<file path="src/inc/sbp_pkg.sv">
// Purpose: Shared constants and carrier types for the SPI byte port
// Assumes: CPU clock of 25 MHz drives every register of the port
// Notes:   Control and status fields travel as packed structs
package sbp_pkg;

	// ----------------------------------------------------------------
	// Control field and data register reset values
	// ----------------------------------------------------------------
	localparam logic       RST_IRQ_ENABLE  = 1'b0;
	localparam logic       RST_PORT_ENABLE = 1'b0;
	localparam logic       RST_MASTER      = 1'b0;
	localparam logic [2:0] RST_RATE        = 3'h0;
	localparam logic [7:0] RST_DATA        = 8'h00;

	// ----------------------------------------------------------------
	// Transfer geometry and clock divider codes
	// ----------------------------------------------------------------
	localparam int         BITS_PER_BYTE = 8;
	localparam logic [3:0] LAST_EDGE     = 4'hf;
	localparam logic [2:0] RATE_DIV2     = 3'h4;
	localparam logic [2:0] RATE_DIV8     = 3'h0;
	localparam logic [2:0] RATE_DIV16    = 3'h1;
	localparam logic [2:0] RATE_DIV32    = 3'h6;
	localparam logic [2:0] RATE_DIV64    = 3'h2;
	localparam logic [2:0] RATE_DIV128   = 3'h3;
	// Half periods in CPU cycles, one less than the count
	localparam logic [5:0] HALF_DIV2     = 6'h00;
	localparam logic [5:0] HALF_DIV8     = 6'h03;
	localparam logic [5:0] HALF_DIV16    = 6'h07;
	localparam logic [5:0] HALF_DIV32    = 6'h0f;
	localparam logic [5:0] HALF_DIV64    = 6'h1f;
	localparam logic [5:0] HALF_DIV128   = 6'h3f;

	// ----------------------------------------------------------------
	// Carrier types
	// ----------------------------------------------------------------
	typedef struct packed {
		logic       serial_irq_enable;
		logic       port_enable;
		logic       master_select;
		logic       clock_polarity;
		logic       clock_phase;
		logic [2:0] rate;
	} sbp_ctrl_t;

	typedef struct packed {
		logic transfer_done_flag;
		logic write_collision_flag;
		logic mode_fault_flag;
	} sbp_status_t;

	typedef enum logic [2:0] {
		ST_IDLE  = 3'b001,
		ST_SHIFT = 3'b010,
		ST_DONE  = 3'b100
	} sbp_state_t;

endpackage : sbp_pkg

</file>
<file path="src/core/sbp_port.sv">
// Purpose: Byte-wide SPI port, master or slave, with CPU-side strobes
// Assumes: SCK, MOSI and select sampled through three flops, MISO not; one 25 MHz clock
// Notes:   Slave SCK must stay well below the CPU clock rate
//
// Summary of operation
// - Master drives SCK, slave receives it
// - Master data write starts a byte
// - Master shifts MSB first on MOSI, samples MISO
// - Slave shifts MSB first on MISO
// - Eight clock pulses, one bit each way
// - Done flag set; interrupt when enabled, unmasked
// - Received byte buffered; reads return buffer
// - Done flag cleared by status then data access
// - Data writes ignored while done and unread
// - Rate select ignored in slave mode
// - Polarity sets SCK idle level
// - Phase selects first or second capture edge
// - Master presents MOSI one edge early
// - Slave select low locks data register in phase 0; phase 1 locks on first edge
// - Write during transfer discarded, collision flagged
// - Phase 0 slave collides after select falls
// - Phase 1 slave drives MISO on first edge
// - Select low in master mode faults
// - Fault cleared by status then control write
// - Fault blocks enable and master set
// - Overrun keeps first byte, no flag
// - Rate bits select CPU divide ratio
// - Port enable connects pins, reset clears
module sbp_port (
	input  wire logic                 ref_clk_i,
	input  wire logic                 rst_n_i,
	input  wire logic                 irq_mask_i,
	input  wire logic                 ctrl_wr_i,
	input  wire sbp_pkg::sbp_ctrl_t   ctrl_wdata_i,
	input  wire logic                 status_rd_i,
	input  wire logic                 data_wr_i,
	input  wire logic                 data_rd_i,
	input  wire logic [7:0]           data_wdata_i,
	output logic [7:0]                data_rdata_o,
	output sbp_pkg::sbp_ctrl_t        ctrl_o,
	output sbp_pkg::sbp_status_t      status_o,
	output logic                      irq_o,
	output logic                      busy_o,
	input  wire logic                 sck_i,
	output logic                      sck_o,
	output logic                      sck_oe_n_o,
	input  wire logic                 mosi_i,
	output logic                      mosi_o,
	output logic                      mosi_oe_n_o,
	input  wire logic                 miso_i,
	output logic                      miso_o,
	output logic                      miso_oe_n_o,
	input  wire logic                 ss_n_i
);

	// ----------------------------------------------------------------
	// Pin synchronisers
	// ----------------------------------------------------------------
	logic [2:0] sck_sync;
	logic [2:0] mosi_sync;
	logic [2:0] ss_sync;
	logic       sck_s;
	logic       mosi_s;
	logic       ss_n_s;
	// MISO has no synchroniser: as master it answers edges of our own
	// SCK, so it is settled long before the capture edge; as slave it
	// is an output

	always_ff @(posedge ref_clk_i or negedge rst_n_i) begin
		if (!rst_n_i) begin
			sck_sync  <= 3'h0;
			mosi_sync <= 3'h0;
			ss_sync   <= 3'h7;
		end else begin
			sck_sync  <= {sck_sync[1:0], sck_i};
			mosi_sync <= {mosi_sync[1:0], mosi_i};
			ss_sync   <= {ss_sync[1:0], ss_n_i};
		end
	end

	// Filtered levels change only when stages two and three agree
	always_ff @(posedge ref_clk_i or negedge rst_n_i) begin
		if (!rst_n_i) begin
			sck_s  <= 1'b0;
			mosi_s <= 1'b0;
			ss_n_s <= 1'b1;
		end else begin
			if (sck_sync[1] == sck_sync[2])
				sck_s <= sck_sync[2];
			if (mosi_sync[1] == mosi_sync[2])
				mosi_s <= mosi_sync[2];
			if (ss_sync[1] == ss_sync[2])
				ss_n_s <= ss_sync[2];
		end
	end

	// ----------------------------------------------------------------
	// Declarations
	// ----------------------------------------------------------------
	sbp_pkg::sbp_ctrl_t   ctrl;
	sbp_pkg::sbp_status_t stat;
	sbp_pkg::sbp_state_t  state;
	logic [7:0]           shift_reg;
	logic [7:0]           rx_buf;
	logic                 rx_held;
	logic [3:0]           edge_cnt;
	logic [5:0]           div_cnt;
	logic [5:0]           half_len;
	logic                 sck_gen;
	logic                 sck_prev;
	logic                 ss_prev;
	logic                 out_bit;
	logic                 done_armed;
	logic                 fault_armed;
	logic                 is_master;
	logic                 slave_sel;
	logic                 slave_frozen;
	logic                 slave_edge;
	logic                 master_edge;
	logic                 any_edge;
	logic                 cap_edge;
	logic                 fault_evt;
	logic                 data_wr_ok;
	logic                 collision;
	logic                 byte_end;
	logic                 data_acc;
	logic                 rx_in;
	logic                 dr_open;

	assign is_master  = ctrl.master_select;
	assign slave_sel  = ctrl.port_enable && !is_master && !ss_n_s;
	// Slave edges count only while selected, so stray SCK is ignored
	assign slave_edge = slave_sel && (sck_s != sck_prev);
	assign any_edge   = is_master ? master_edge : slave_edge;
	// Odd edges (count 0,2,..) capture with phase 0, even with phase 1
	assign cap_edge   = any_edge && (edge_cnt[0] == ctrl.clock_phase);
	assign byte_end   = any_edge && edge_cnt == sbp_pkg::LAST_EDGE;
	// A master that sees its select low gives up the bus at once
	assign fault_evt  = is_master && ctrl.port_enable && !ss_n_s;
	assign data_acc   = data_wr_i || data_rd_i;
	// Master receive data is timed by our own SCK, slave data by the pin
	assign rx_in      = is_master ? miso_i : mosi_s;
	// Writes reopen once status was read with the done flag up
	assign dr_open    = !stat.transfer_done_flag || done_armed;

	// Phase 0 slave is frozen once selected; phase 1 on its first edge
	assign slave_frozen = slave_sel && (!ctrl.clock_phase
		|| state != sbp_pkg::ST_IDLE);
	assign collision  = data_wr_i && dr_open
		&& (state == sbp_pkg::ST_SHIFT || slave_frozen);
	assign data_wr_ok = data_wr_i && dr_open
		&& !collision;

	// ----------------------------------------------------------------
	// Control register
	// ----------------------------------------------------------------
	always_ff @(posedge ref_clk_i or negedge rst_n_i) begin
		if (!rst_n_i) begin
			// Reset hands the pins back to the general ports
			ctrl <= '{sbp_pkg::RST_IRQ_ENABLE, sbp_pkg::RST_PORT_ENABLE,
				sbp_pkg::RST_MASTER, 1'b0, 1'b0, sbp_pkg::RST_RATE};
		end else if (fault_evt) begin
			ctrl.port_enable   <= 1'b0;
			ctrl.master_select <= 1'b0;
		end else if (ctrl_wr_i) begin
			ctrl <= ctrl_wdata_i;
			// Fault holds enables low unless this write ends the sequence
			if (stat.mode_fault_flag && !fault_armed) begin
				ctrl.port_enable   <= 1'b0;
				ctrl.master_select <= 1'b0;
			end
		end
	end

	// ----------------------------------------------------------------
	// Master clock generator
	// ----------------------------------------------------------------
	always_comb begin
		unique case (ctrl.rate)
			sbp_pkg::RATE_DIV2:   half_len = sbp_pkg::HALF_DIV2;
			sbp_pkg::RATE_DIV8:   half_len = sbp_pkg::HALF_DIV8;
			sbp_pkg::RATE_DIV16:  half_len = sbp_pkg::HALF_DIV16;
			sbp_pkg::RATE_DIV32:  half_len = sbp_pkg::HALF_DIV32;
			sbp_pkg::RATE_DIV64:  half_len = sbp_pkg::HALF_DIV64;
			sbp_pkg::RATE_DIV128: half_len = sbp_pkg::HALF_DIV128;
			// Unlisted codes fall back to the slowest rate
			default:              half_len = sbp_pkg::HALF_DIV128;
		endcase
	end

	// The counter restarts on every toggle, so the first edge comes a
	// full half period after the write and every half period is exact
	assign master_edge = is_master && state == sbp_pkg::ST_SHIFT
		&& div_cnt == half_len;

	always_ff @(posedge ref_clk_i or negedge rst_n_i) begin
		if (!rst_n_i) begin
			div_cnt <= 6'h00;
			sck_gen <= 1'b0;
		end else if (state != sbp_pkg::ST_SHIFT || !is_master) begin
			div_cnt <= 6'h00;
			sck_gen <= ctrl.clock_polarity;
		end else if (master_edge) begin
			div_cnt <= 6'h00;
			sck_gen <= !sck_gen;
		end else begin
			div_cnt <= div_cnt + 6'h01;
		end
	end

	// ----------------------------------------------------------------
	// Transfer sequencer and shift register
	// ----------------------------------------------------------------
	always_ff @(posedge ref_clk_i or negedge rst_n_i) begin
		if (!rst_n_i) begin
			state    <= sbp_pkg::ST_IDLE;
			edge_cnt <= 4'h0;
			sck_prev <= 1'b0;
		end else begin
			sck_prev <= sck_s;
			unique case (state)
				sbp_pkg::ST_IDLE: begin
					edge_cnt <= 4'h0;
					if (is_master && ctrl.port_enable && data_wr_ok)
						state <= sbp_pkg::ST_SHIFT;
					else if (slave_edge) begin
						state    <= sbp_pkg::ST_SHIFT;
						edge_cnt <= 4'h1;
					end
				end
				sbp_pkg::ST_SHIFT: begin
					if (byte_end)
						state <= sbp_pkg::ST_DONE;
					else if (any_edge)
						edge_cnt <= edge_cnt + 4'h1;
					// Mode change or deselect mid-byte abandons it
					if (fault_evt || (!is_master && !slave_sel))
						state <= sbp_pkg::ST_IDLE;
				end
				sbp_pkg::ST_DONE: begin
					// One cycle for flag and buffer to land
					state <= sbp_pkg::ST_IDLE;
				end
			endcase
		end
	end

	always_ff @(posedge ref_clk_i or negedge rst_n_i) begin
		if (!rst_n_i) begin
			shift_reg <= sbp_pkg::RST_DATA;
			out_bit   <= 1'b0;
		end else if (state == sbp_pkg::ST_IDLE && data_wr_ok) begin
			shift_reg <= data_wr_i ? data_wdata_i : shift_reg;
			// Phase 0 puts the MSB out before the first edge
			out_bit   <= data_wdata_i[7];
		end else if (cap_edge) begin
			shift_reg <= {shift_reg[6:0],
				rx_in};
		end else if (any_edge) begin
			out_bit   <= shift_reg[7];
		end
	end

	// ----------------------------------------------------------------
	// Status flags and receive buffer
	// ----------------------------------------------------------------
	always_ff @(posedge ref_clk_i or negedge rst_n_i) begin
		if (!rst_n_i) begin
			stat        <= '0;
			done_armed  <= 1'b0;
			fault_armed <= 1'b0;
		end else begin
			// Two-step clearing keeps a stray data access from losing a flag
			if (status_rd_i && stat.transfer_done_flag)
				done_armed <= 1'b1;
			else if (data_acc)
				done_armed <= 1'b0;
			if (status_rd_i && stat.mode_fault_flag)
				fault_armed <= 1'b1;
			else if (ctrl_wr_i)
				fault_armed <= 1'b0;
			// Sets are placed last so a coincident clear loses
			if (done_armed && data_acc) begin
				stat.transfer_done_flag   <= 1'b0;
				stat.write_collision_flag <= 1'b0;
			end
			if (fault_armed && ctrl_wr_i)
				stat.mode_fault_flag <= 1'b0;
			if (byte_end)
				stat.transfer_done_flag <= 1'b1;
			if (collision)
				stat.write_collision_flag <= 1'b1;
			if (fault_evt)
				stat.mode_fault_flag <= 1'b1;
		end
	end

	// First byte after a clear is kept; later ones drop silently
	always_ff @(posedge ref_clk_i or negedge rst_n_i) begin
		if (!rst_n_i) begin
			rx_buf  <= sbp_pkg::RST_DATA;
			rx_held <= 1'b0;
		end else begin
			if (byte_end && !rx_held) begin
				// Phase 0 ends on a launch edge: the byte is already whole
				rx_buf  <= cap_edge ? {shift_reg[6:0], rx_in}
					: shift_reg;
				rx_held <= 1'b1;
			end else if (!stat.transfer_done_flag)
				rx_held <= 1'b0;
		end
	end

	// ----------------------------------------------------------------
	// Outputs
	// ----------------------------------------------------------------
	always_ff @(posedge ref_clk_i or negedge rst_n_i) begin
		if (!rst_n_i)
			ss_prev <= 1'b1;
		else
			ss_prev <= ss_n_s;
	end

	// Reads see the buffer only, never the live shift register
	assign data_rdata_o = rx_buf;
	assign ctrl_o       = ctrl;
	assign status_o     = stat;
	assign irq_o        = ctrl.serial_irq_enable && !irq_mask_i
		&& (stat.transfer_done_flag || stat.mode_fault_flag);
	assign busy_o       = state != sbp_pkg::ST_IDLE;
	assign sck_o        = sck_gen;
	assign sck_oe_n_o   = !(ctrl.port_enable && is_master);
	assign mosi_o       = out_bit;
	assign mosi_oe_n_o  = !(ctrl.port_enable && is_master);
	assign miso_o       = out_bit;
	// Phase 1 slave keeps MISO off until its first edge
	assign miso_oe_n_o  = !(slave_sel && (!ctrl.clock_phase
		|| state != sbp_pkg::ST_IDLE) && !(ss_prev && ctrl.clock_phase
		&& state == sbp_pkg::ST_IDLE));

endmodule : sbp_port

</file>
<file path="config.mk">
export PLATFORM = sky130hd
export DESIGN_NAME = sbp_port
export DESIGN_NICKNAME = d
export VERILOG_FILES = /design/src/inc/sbp_pkg.sv /design/src/core/sbp_port.sv
export SDC_FILE = /design/constraint.sdc
export NUM_CORES = 1
export LEC_CHECK = 0
export ABC_AREA = 1
export BUFFER_PORTS_ARGS = -buffer_cell sky130_fd_sc_hd__buf_2
export CAP_MARGIN = 10
export CORE_UTILIZATION = 54
export DETAILED_ROUTE_END_ITERATION = 12
export GPL_ROUTABILITY_DRIVEN = 0
export PLACE_DENSITY_LB_ADDON = 0.2
export SLEW_MARGIN = 25
export SYNTH_ARGS = -nofsm -noshare
export SYNTH_HDL_FRONTEND = slang
export SYNTH_SLANG_ARGS = --single-unit
</file>
<file path="constraint.sdc">
create_clock -name ref_clk_i -period 1.94 [get_ports ref_clk_i]
set_clock_uncertainty 0.15 [all_clocks]
set_input_delay 0.097 -clock ref_clk_i [delete_from_list [all_inputs] [get_ports ref_clk_i]]
set_output_delay 0.097 -clock ref_clk_i [all_outputs]
set_load 0.05 [all_outputs]
</file>
# After elaboration in Yosys (flattened, before gate mapping)
# Cells that the tools add are included.
# W data, S select, Z words.
classes:
  n_addsub: 2
  n_eq_ne: 23
  n_mux: 37
  bitwise_logic: 1
  reduce_logical: 61
op_table:
  columns: ["operator", "n"]
  rows:
  - ["$pmux W6 S5", 1]
  - ["$logic_and A1 B1 Y1", 27]
  - ["$mux W8", 3]
  - ["$mux W1", 19]
  - ["$reduce_bool A2 Y1", 9]
  - ["$logic_not A1 Y1", 13]
  - ["$mux W3", 4]
  - ["$mux W6", 2]
  - ["$eq A3 B3 Y1 const B", 3]
  - ["$pmux W3 S3", 1]
  - ["$mux W4", 2]
  - ["$pmux W4 S2", 1]
  - ["$logic_or A1 B1 Y1", 7]
  - ["$mux W7", 1]
  - ["$add A6 B1 Y6 const B", 1]
  - ["$eq A3 B1 Y1 const B", 2]
  - ["$eq A3 B2 Y1 const B", 2]
  - ["$eq A6 B6 Y1", 1]
  - ["$mux W2", 3]
  - ["$ne A2 B2 Y1 const B", 3]
  - ["$ne A3 B2 Y1 const B", 2]
  - ["$reduce_and A2 Y1", 3]
  - ["$add A4 B1 Y4 const B", 1]
  - ["$eq A1 B1 Y1", 4]
  - ["8 further kinds", 9]
totals:
  register_bits: 59
  in_bits: 27
  elab_cells: 151

# Logic depth before layout (Yosys ltp)
# Gate-level depths: netlist (run 1).
depth:
  depth_word: 11
  ltp_mapped: 12

# Worst setup path after synthesis (run 1)
# Ideal clock, no wire load.
synth_timing:
  path_type: "reg2reg"
  startpoint: "register ctrl, in the netlist ctrl_o[6]"
  endpoint: "register ctrl, in the netlist ctrl_o[4]"
  setup_time_ns: 0.125
  arrival_ns: 2.068
  required_time_ns: 1.665
  slack_ns: -0.403
  stages_incl_launch_ff: 6
  period_less_slack_ns: 2.343
  path_cell_list: "dfrtp_1 -> nand2_1 -> or2_2 -> nand2_1 -> buf_4 -> mux2_2"
synth_via:
  elab_chain_len: 4
synth_lines:
  columns: ["element", "line", "rtl"]
  rows:
  - ["start: declaration", "sbp_port.sv:100", "sbp_pkg::sbp_ctrl_t ctrl;"]
  - ["start signal: assignment", "sbp_port.sv:160", "ctrl <= '{sbp_pkg::RST_IRQ_ENABLE, sbp_pkg::RST_PORT_ENABLE,"]
  - ["start signal: assignment", "sbp_port.sv:166", "ctrl <= ctrl_wdata_i;"]
  - ["$logic_and A1 B1 Y1 (2 in series)", "sbp_port.sv:139", "assign fault_evt = is_master && ctrl.port_enable && !ss_n_s;"]
  - ["$not A1 Y1 (no line)", null, null]
  - ["$reduce_and A2 Y1 (no line)", null, null]
# Every way passes these cells.
# A chain may end at the register's enable or synchronous reset.

# Worst setup path in the final report (run 1)
layout_timing:
  startpoint: "register ctrl, in the netlist ctrl_o[2]"
  endpoint: "register rx_buf[1] (netlist: data_rdata_o[1])"
layout_via:
  elab_chain_len: 7
  word_cells_on_any_way: 13
  classes_between: "eq/ne: 5; mux: 3; reduce/logical: 5"
layout_lines:
  columns: ["element", "line", "rtl"]
  rows:
  - ["$eq A3 B2 Y1 (tied with other cells)", "sbp_port.sv:179", "unique case (ctrl.rate)"]
  - ["$pmux W6 S5 (*)", "sbp_port.sv:179", null]
  - ["$eq A6 B6 Y1 (*)", "sbp_port.sv:194", "&& div_cnt == half_len;"]
  - ["$logic_and A1 B1 Y1 (*)", "sbp_port.sv:194", null]
  - ["$mux W1 (*)", "sbp_port.sv:134", "assign any_edge = is_master ? master_edge : slave_edge;"]
  - ["$logic_and A1 B1 Y1, on equally long branches", "sbp_port.sv:136, sbp_port.sv:137", null]
  - ["$mux W8 / $logic_and A1 B1 Y1 (equally long branches)", "sbp_port.sv:306, sbp_port.sv:304", null]
  - ["end signal: assignment", "sbp_port.sv:301", "rx_buf <= sbp_pkg::RST_DATA;"]
  - ["end signal: assignment", "sbp_port.sv:306", "rx_buf <= cap_edge ? {shift_reg[6:0], rx_in}"]
  - ["end: declaration", "sbp_port.sv:104", "logic [7:0] rx_buf;"]
# Every way passes the cells marked *; elsewhere a longest branch is shown, timed or not.

==> results.cfg, run 1 <==
[timing]
fmax_ghz = 0.522
relSlewSlack = 0.655
maxSlewViolCount = 0
rsz0062_at_grt = yes
timing.hold.ws_ns = 0.0370
worst_pin_slew_ns = 0.517
setup_viol = 0
layout_min_cycle_time_ns = 1.91
tns_ns = 0
fin_crit_sh = 0.987
hold_viol = 0

[critical_path]
startpoint_type = flop
rr_endpoint = data_rdata_o[1]
reg2reg_depth = 11
critPathKind = flop to flop
cp.arrival_ns = 2.04
r2r_setup_slack_ns = 0.03
path_max_fanout = 8
end_kind = flop
r2r_start = ctrl_o[2]
crit_path_end = data_rdata_o[1]
cp-startpoint = ctrl_o[2]
critPathRequiredTime_ns = 2.07

[global_route]
grt_max_degree = 39
globalRouteTotalUtil = 0.253
overflow = 0
grt_pass1_vias = 2223
grt_pass1_wl_mm = 9.92
grt_antenna_before_repair = 0

[yosys]
synth_edf_count = 0
syn_inst = 312
synth_cell_types = 32
ys_ff_latch = 58
ys_seq_area_frac = 0.535
yosysWarningCount = 0
synth.most_common_cell = nand2_1
syn-num-nets = 341
synthArstFlopShare = 1.00
synth_top_area_share = 0.487
synth_ff_type = dfrtp_1
synth_common_cells = 88 x nand2_1, 53 x dfrtp_1, 39 x nand3_1
synth_area_leaders = dfrtp_1 49%, nand2_1 12%, nand3_1 7.2%
syn_area_mm2 = 0.00273
avgSynthCellArea_um2 = 8.73
synth_largest_area_cell = dfrtp_1

[power]
peakVddDrop_mv = 0.681
comb_power_share = 0.354
p_sw_frac = 0.405
totalPowerFinal_w = 0.00426
clockPowerShare = 0.265
p_int_w = 0.00253
power_frac_seq = 0.381
power_density_mw_per_mm2 = 1160
power.switching_w = 0.00172
leakage_nw = 1.90

[route]
wire_per_inst_um = 12.7
drtAntennaViolNets = 0
viasPerCell = 4.98
wirelength_mm = 6.13
via_count = 2394
drt_iter0_drc = 95
first_pass_iters = 4
route.detailed.drc = 0

[cells_and_area]
drive_gt1_frac = 0.287
stdcell_area_mm2 = 0.00367
area_growth_pct = 34.6
num_antenna_cells = 0
multi_input_area_mm2 = 0.00113
fillers = 312
final_nets = 438
register_area_mm2 = 0.00146

[placement]
dpl.hpwl_mm = 3.91
io_buffers = 53
dpl_cell_area_mm2 = 0.00312

[clock_network]
clock_path_buffers = 2
clock_latency_ns = 0.34
cts_tree = yes
cts_inserted_buffers = 9
cts-root-buf = clkbuf_8
htreeDepth = 3
cts.sinks = 58
clk_pin_slew_ns = 0.07

[min_path]
hp-class = input pin to flop

[floorplan]
rows = 25
dieArea_mm2 = 0.00533
die_h_um = 73.0
die_w_um = 73.0
start_util = 0.569
core_mm2 = 0.00479
io_pins = 54

[job]
drv_cap = 0

[outcome]
status = finished, final reports clean
metrics by stage:
stage | util | instances | worst slack (ns)
5_1_grt | 0.766 | 481 | -0.117
4_1_cts | 0.746 | 476 | 0.0118
3_3_place_gp | 0.652 | 435 | 0.0714
3_5_place_dp | 0.652 | 435 | 0.0482
2_1_floorplan | - | 312 | 0.0645
6_report | 0.766 | 481 | 0.0257
worst min path at each step:
stage,from,to,slack [ns],depth (start not counted)
global placement,rst_n_i,div_cnt[4],-0.05,1
global route,miso_i,data_rdata_o[0],0.05,5
CTS,miso_i,data_rdata_o[0],0.03,5
finish,miso_i,data_rdata_o[0],0.04,5
floorplan,rst_n_i,ctrl_o[0],-0.35,0
detailed placement,rst_n_i,div_cnt[4],-0.05,1
final cells by class:
class                   instances  area share
well taps                      67      0.0229
flip-flops and latches         58       0.399
repair buffers                 91       0.175
clock buffers                   9      0.0338
clock inverters                 7      0.0215
multi-input cells             210       0.308
inverters                      39      0.0399
what timing repair did:
item / CTS / global route
endpoints found under the setup margin: 0 / 25
hold buffers: 25 / 0
hold endpoints to repair: 78 / 0
resized for setup: 0 / 13
buffers inserted: 0 / 4
cells in the final DEF (no fill, tap or decap), types with 2 or more instances in the layout:
cell type       n
nand3_1        37
a21oi_1         6
dlygate4sd3_1  25
xor2_1          5
nor3_1          3
nor2_2          2
clkinv_4        2
buf_2          52
nand3_2         4
dfrtp_2         5
nand2_2         5
buf_4          12
nor2_4          2
nor2_1         17
buf_12          2
dfstp_2         5
ha_1            2
nand2_4         2
clkinvlp_4      3
inv_1          37
nor3_2          2
dfrtp_1        48
o22ai_1         2
nand2_1        86
o21ai_1         4
o21ai_0        16
maj3_1          3
clkbuf_8        9
mux2_2          3
power by group through the flow:
stage / Combinational [W] / Clock [W] / Sequential [W]
6_report: 0.00151 / 0.00113 / 0.00162
5_1_grt: 0.00168 / 0.00119 / 0.00165
4_1_cts: 0.00143 / 0.00114 / 0.00161
3_5_place_dp: 0.00138 / 0 / 0.00163
3_3_place_gp: 0.00136 / 0 / 0.00163
2_1_floorplan: 0.000817 / 0 / 0.00182
layer usage:
metal / GRT usage / share of wire / vias up
met5: 0 / 0 / -
met4: 0.131 / 0.022 / 0
met3: 0.0608 / 0.043 / 13
met2: 0.401 / 0.49 / 63
met1: 0.323 / 0.45 / 1120
li1: - / - / 1198
kinds of logic (layout without fill, tap and decap cells):
family | Yosys count | in the layout | share of synthesized area
simple gates | 164 | 165 | 0.281
buf+inv | 45 | 146 | 0.0716
flops | 58 | 58 | 0.535
fa+ha+maj | 5 | 5 | 0.0202
compound gates | 31 | 31 | 0.0597
xor+xnor | 5 | 5 | 0.0161
mux | 4 | 4 | 0.0161
worst max-delay path, cell delays in order, from the launching register on:
cell and delay (ns):
dfrtp_2 0.45, inv_1 0.10, nand2_1 0.08, nand3_1 0.07, nand2_1 0.07, nor2_2 0.17
nand4_4 0.18, nand2_8 0.16, nand2_4 0.09, nor2_8 0.15, nand3_1 0.11, nand2_1 0.07
Power figures use the tool's default switching activity.
==> run 2, diff against run 1 <==
Settings changed: ABC_AREA 1 to unset, CORE_UTILIZATION 54 to 46.
==> results.cfg, run 2 <==
[outcome]
status = finished with violations
violations = negative setup slack

[yosys]
synth.most_common_cell = dfrtp_1
synth_largest_area_cell = dfrtp_1
avgSynthCellArea_um2 = 10.7
syn_inst = 249
syn_area_mm2 = 0.00266
synth_common_cells = 53 x dfrtp_1, 33 x nor2_1, 22 x a21oi_1
synth_top_area_share = 0.500
synthArstFlopShare = 1.00
synth_edf_count = 0
ys_seq_area_frac = 0.549
synth_cell_types = 49
synth_ff_type = dfrtp_1
yosysWarningCount = 0
syn-num-nets = 278
synth_area_leaders = dfrtp_1 50%, dfstp_2 4.9%, nor2_1 4.7%
ys_ff_latch = 58

[timing]
rsz0062_at_grt = yes
setup_slack_ns = -0.539
maxSlewViolCount = 0
fin_crit_sh = 1.28
fmax_ghz = 0.403
hold_viol = 0
layout_min_cycle_time_ns = 2.48
tns_ns = -14.37
setup_viol = 32
relSlewSlack = 0.725
worst_pin_slew_ns = 0.409

[global_route]
grt_antenna_before_repair = 0
globalRouteTotalUtil = 0.217
grt_max_degree = 59
overflow = 0
grt.met3_usage = 0.0388
grt_pass1_vias = 2144
grt.busiest_layer = met2
grt_util_met1 = 0.287
grt_pass1_wl_mm = 9.98
gr-usage-met2 = 0.342

[floorplan]
io_pins = 54
die_h_um = 78.0
rows = 27
start_util = 0.479
core_mm2 = 0.00554
die_w_um = 78.0
dieArea_mm2 = 0.00608

[critical_path]
startpoint_type = flop
critPathRequiredTime_ns = 2.00
end_kind = flop
cp.arrival_ns = 2.54
path_max_fanout = 8
critPathKind = flop to flop

[min_path]
hp-class = input pin to flop

[cells_and_area]
final_nets = 400
drive_gt1_frac = 0.394
num_antenna_cells = 0
mostFrequentLayoutCell = buf_2
final_cell_mix = 53 x buf_2, 49 x dfrtp_1, 38 x buf_4
area_growth_pct = 44.5
fin_cells = 448

[clock_network]
htreeDepth = 3
clock_path_buffers = 2
cts_inserted_buffers = 9
cts_tree = yes
cts.sinks = 58
clock_latency_ns = 0.33
clk_pin_slew_ns = 0.07
cts-root-buf = clkbuf_8

[power]
power_frac_seq = 0.381
totalPowerFinal_w = 0.00422
power_density_mw_per_mm2 = 1100
p_sw_frac = 0.363
peakVddDrop_mv = 0.731
power.switching_w = 0.00153
leakage_nw = 1.80
comb_power_share = 0.359
p_int_w = 0.00269
clockPowerShare = 0.260

[route]
drt_iter0_drc = 71
drtAntennaViolNets = 0
via_count = 2286
wirelength_mm = 6.19
first_pass_iters = 4
route.detailed.drc = 0
viasPerCell = 5.10
wire_per_inst_um = 13.8

[job]
drv_cap = 0

[placement]
place_inst = 399
io_buffers = 53
dpl.hpwl_mm = 3.94
-- run 2: cell count changes after synthesis, sizes merged, moves of 3 or more --
cell and change:
a21o +5, a21oi +16, a31oi +4, clkbuf +4, inv -30, mux2 +6
mux2i +8, nand2 -77, nand3 -35, nor2 +12, o21ai -5, o31ai +3
xnor2 +6, xor2 -4
-- run 2: worst max-delay path, cell delays in order, from the launching register on --
cell and delay [ns]:
dfrtp_2 0.41, or4b_1 0.51, a31oi_1 0.17, o21ai_2 0.10, a2111oi_4 0.33, buf_4 0.20
o21ai_4 0.12, mux2i_2 0.25, mux2i_1 0.10
-- run 2: path summary, 6_finish.rpt --
check | start | endpoint | slack (ns) | cells after the start
setup / recovery | ctrl_o[2] | data_rdata_o[0] | -0.54 | 8
hold / removal | miso_i | shift_reg[0] | 0.05 | 4
setup reg to reg | ctrl_o[2] | data_rdata_o[0] | -0.54 | 8
hold reg to reg | mosi_sync[0] | mosi_sync[1] | 0.20 | 0
max in group asynchronous | rst_n_i | ss_n_s | 1.18 | 3
min in group asynchronous | rst_n_i | ctrl_o[7] | 0.14 | 3
-- run 2: timing repair --
item | 4_1_cts | 5_1_grt
hold endpoints to repair | 81 | 0
gates cloned | 0 | 1
pin swaps | 14 | 6
setup endpoints to repair | 34 | 34
hold buffers | 27 | 0
setup buffers | 2 | 3
gates resized for setup | 8 | 10
-- run 2: layout make-up --
class	count	area, um^2
fillers	460	1700
clock inverters	5	53.8
clock buffers	11	141
multi-input cells	171	1160
repair buffers	123	895
flip-flops and latches	58	1460
inverters	8	30.0
well taps	72	90.1
-- run 2: routing by layer --
| metal | vias up | wire [um] |
|---|---|---|
| li1 | 1117 | - |
| met1 | 1102 | 2800 |
| met3 | 14 | 204 |
| met2 | 53 | 3060 |
| met4 | 0 | 128 |
| met5 | - | 0 |
-- run 2: metrics by stage --
stage / hold WS, ns / util / area (um^2) / setup WS (ns)
finish: 0.0520 / 0.692 / 3840 / -0.539
global route: 0.0862 / 0.692 / 3840 / -0.688
CTS: 0.0334 / 0.680 / 3770 / -0.510
detailed placement: -0.0251 / 0.589 / 3260 / -0.517
global placement: -0.0297 / 0.589 / 3260 / -0.465
floorplan: -0.349 / - / 2690 / -0.624
-- run 2: kinds of logic (layout without fill, tap and decap cells) --
family	after synthesis	after routing	share of synthesized area
flip-flops	58	58	0.549
AO/OA/AOI/OAI	61	61	0.152
XOR/XNOR	7	7	0.0231
AND/OR/NAND/NOR	80	80	0.145
adder cells (fa/ha/maj)	5	5	0.0207
multiplexers	18	18	0.0721
buffers and inverters	20	147	0.0377
-- run 2: power groups by stage --
stage	sequential (W)	clock [W]	combinational, W
floorplan	0.00178	0	0.000783
global placement	0.00161	0	0.00138
detailed placement	0.00161	0	0.00140
CTS	0.00160	0.00112	0.00149
global route	0.00163	0.00118	0.00164
finish	0.00161	0.00110	0.00152
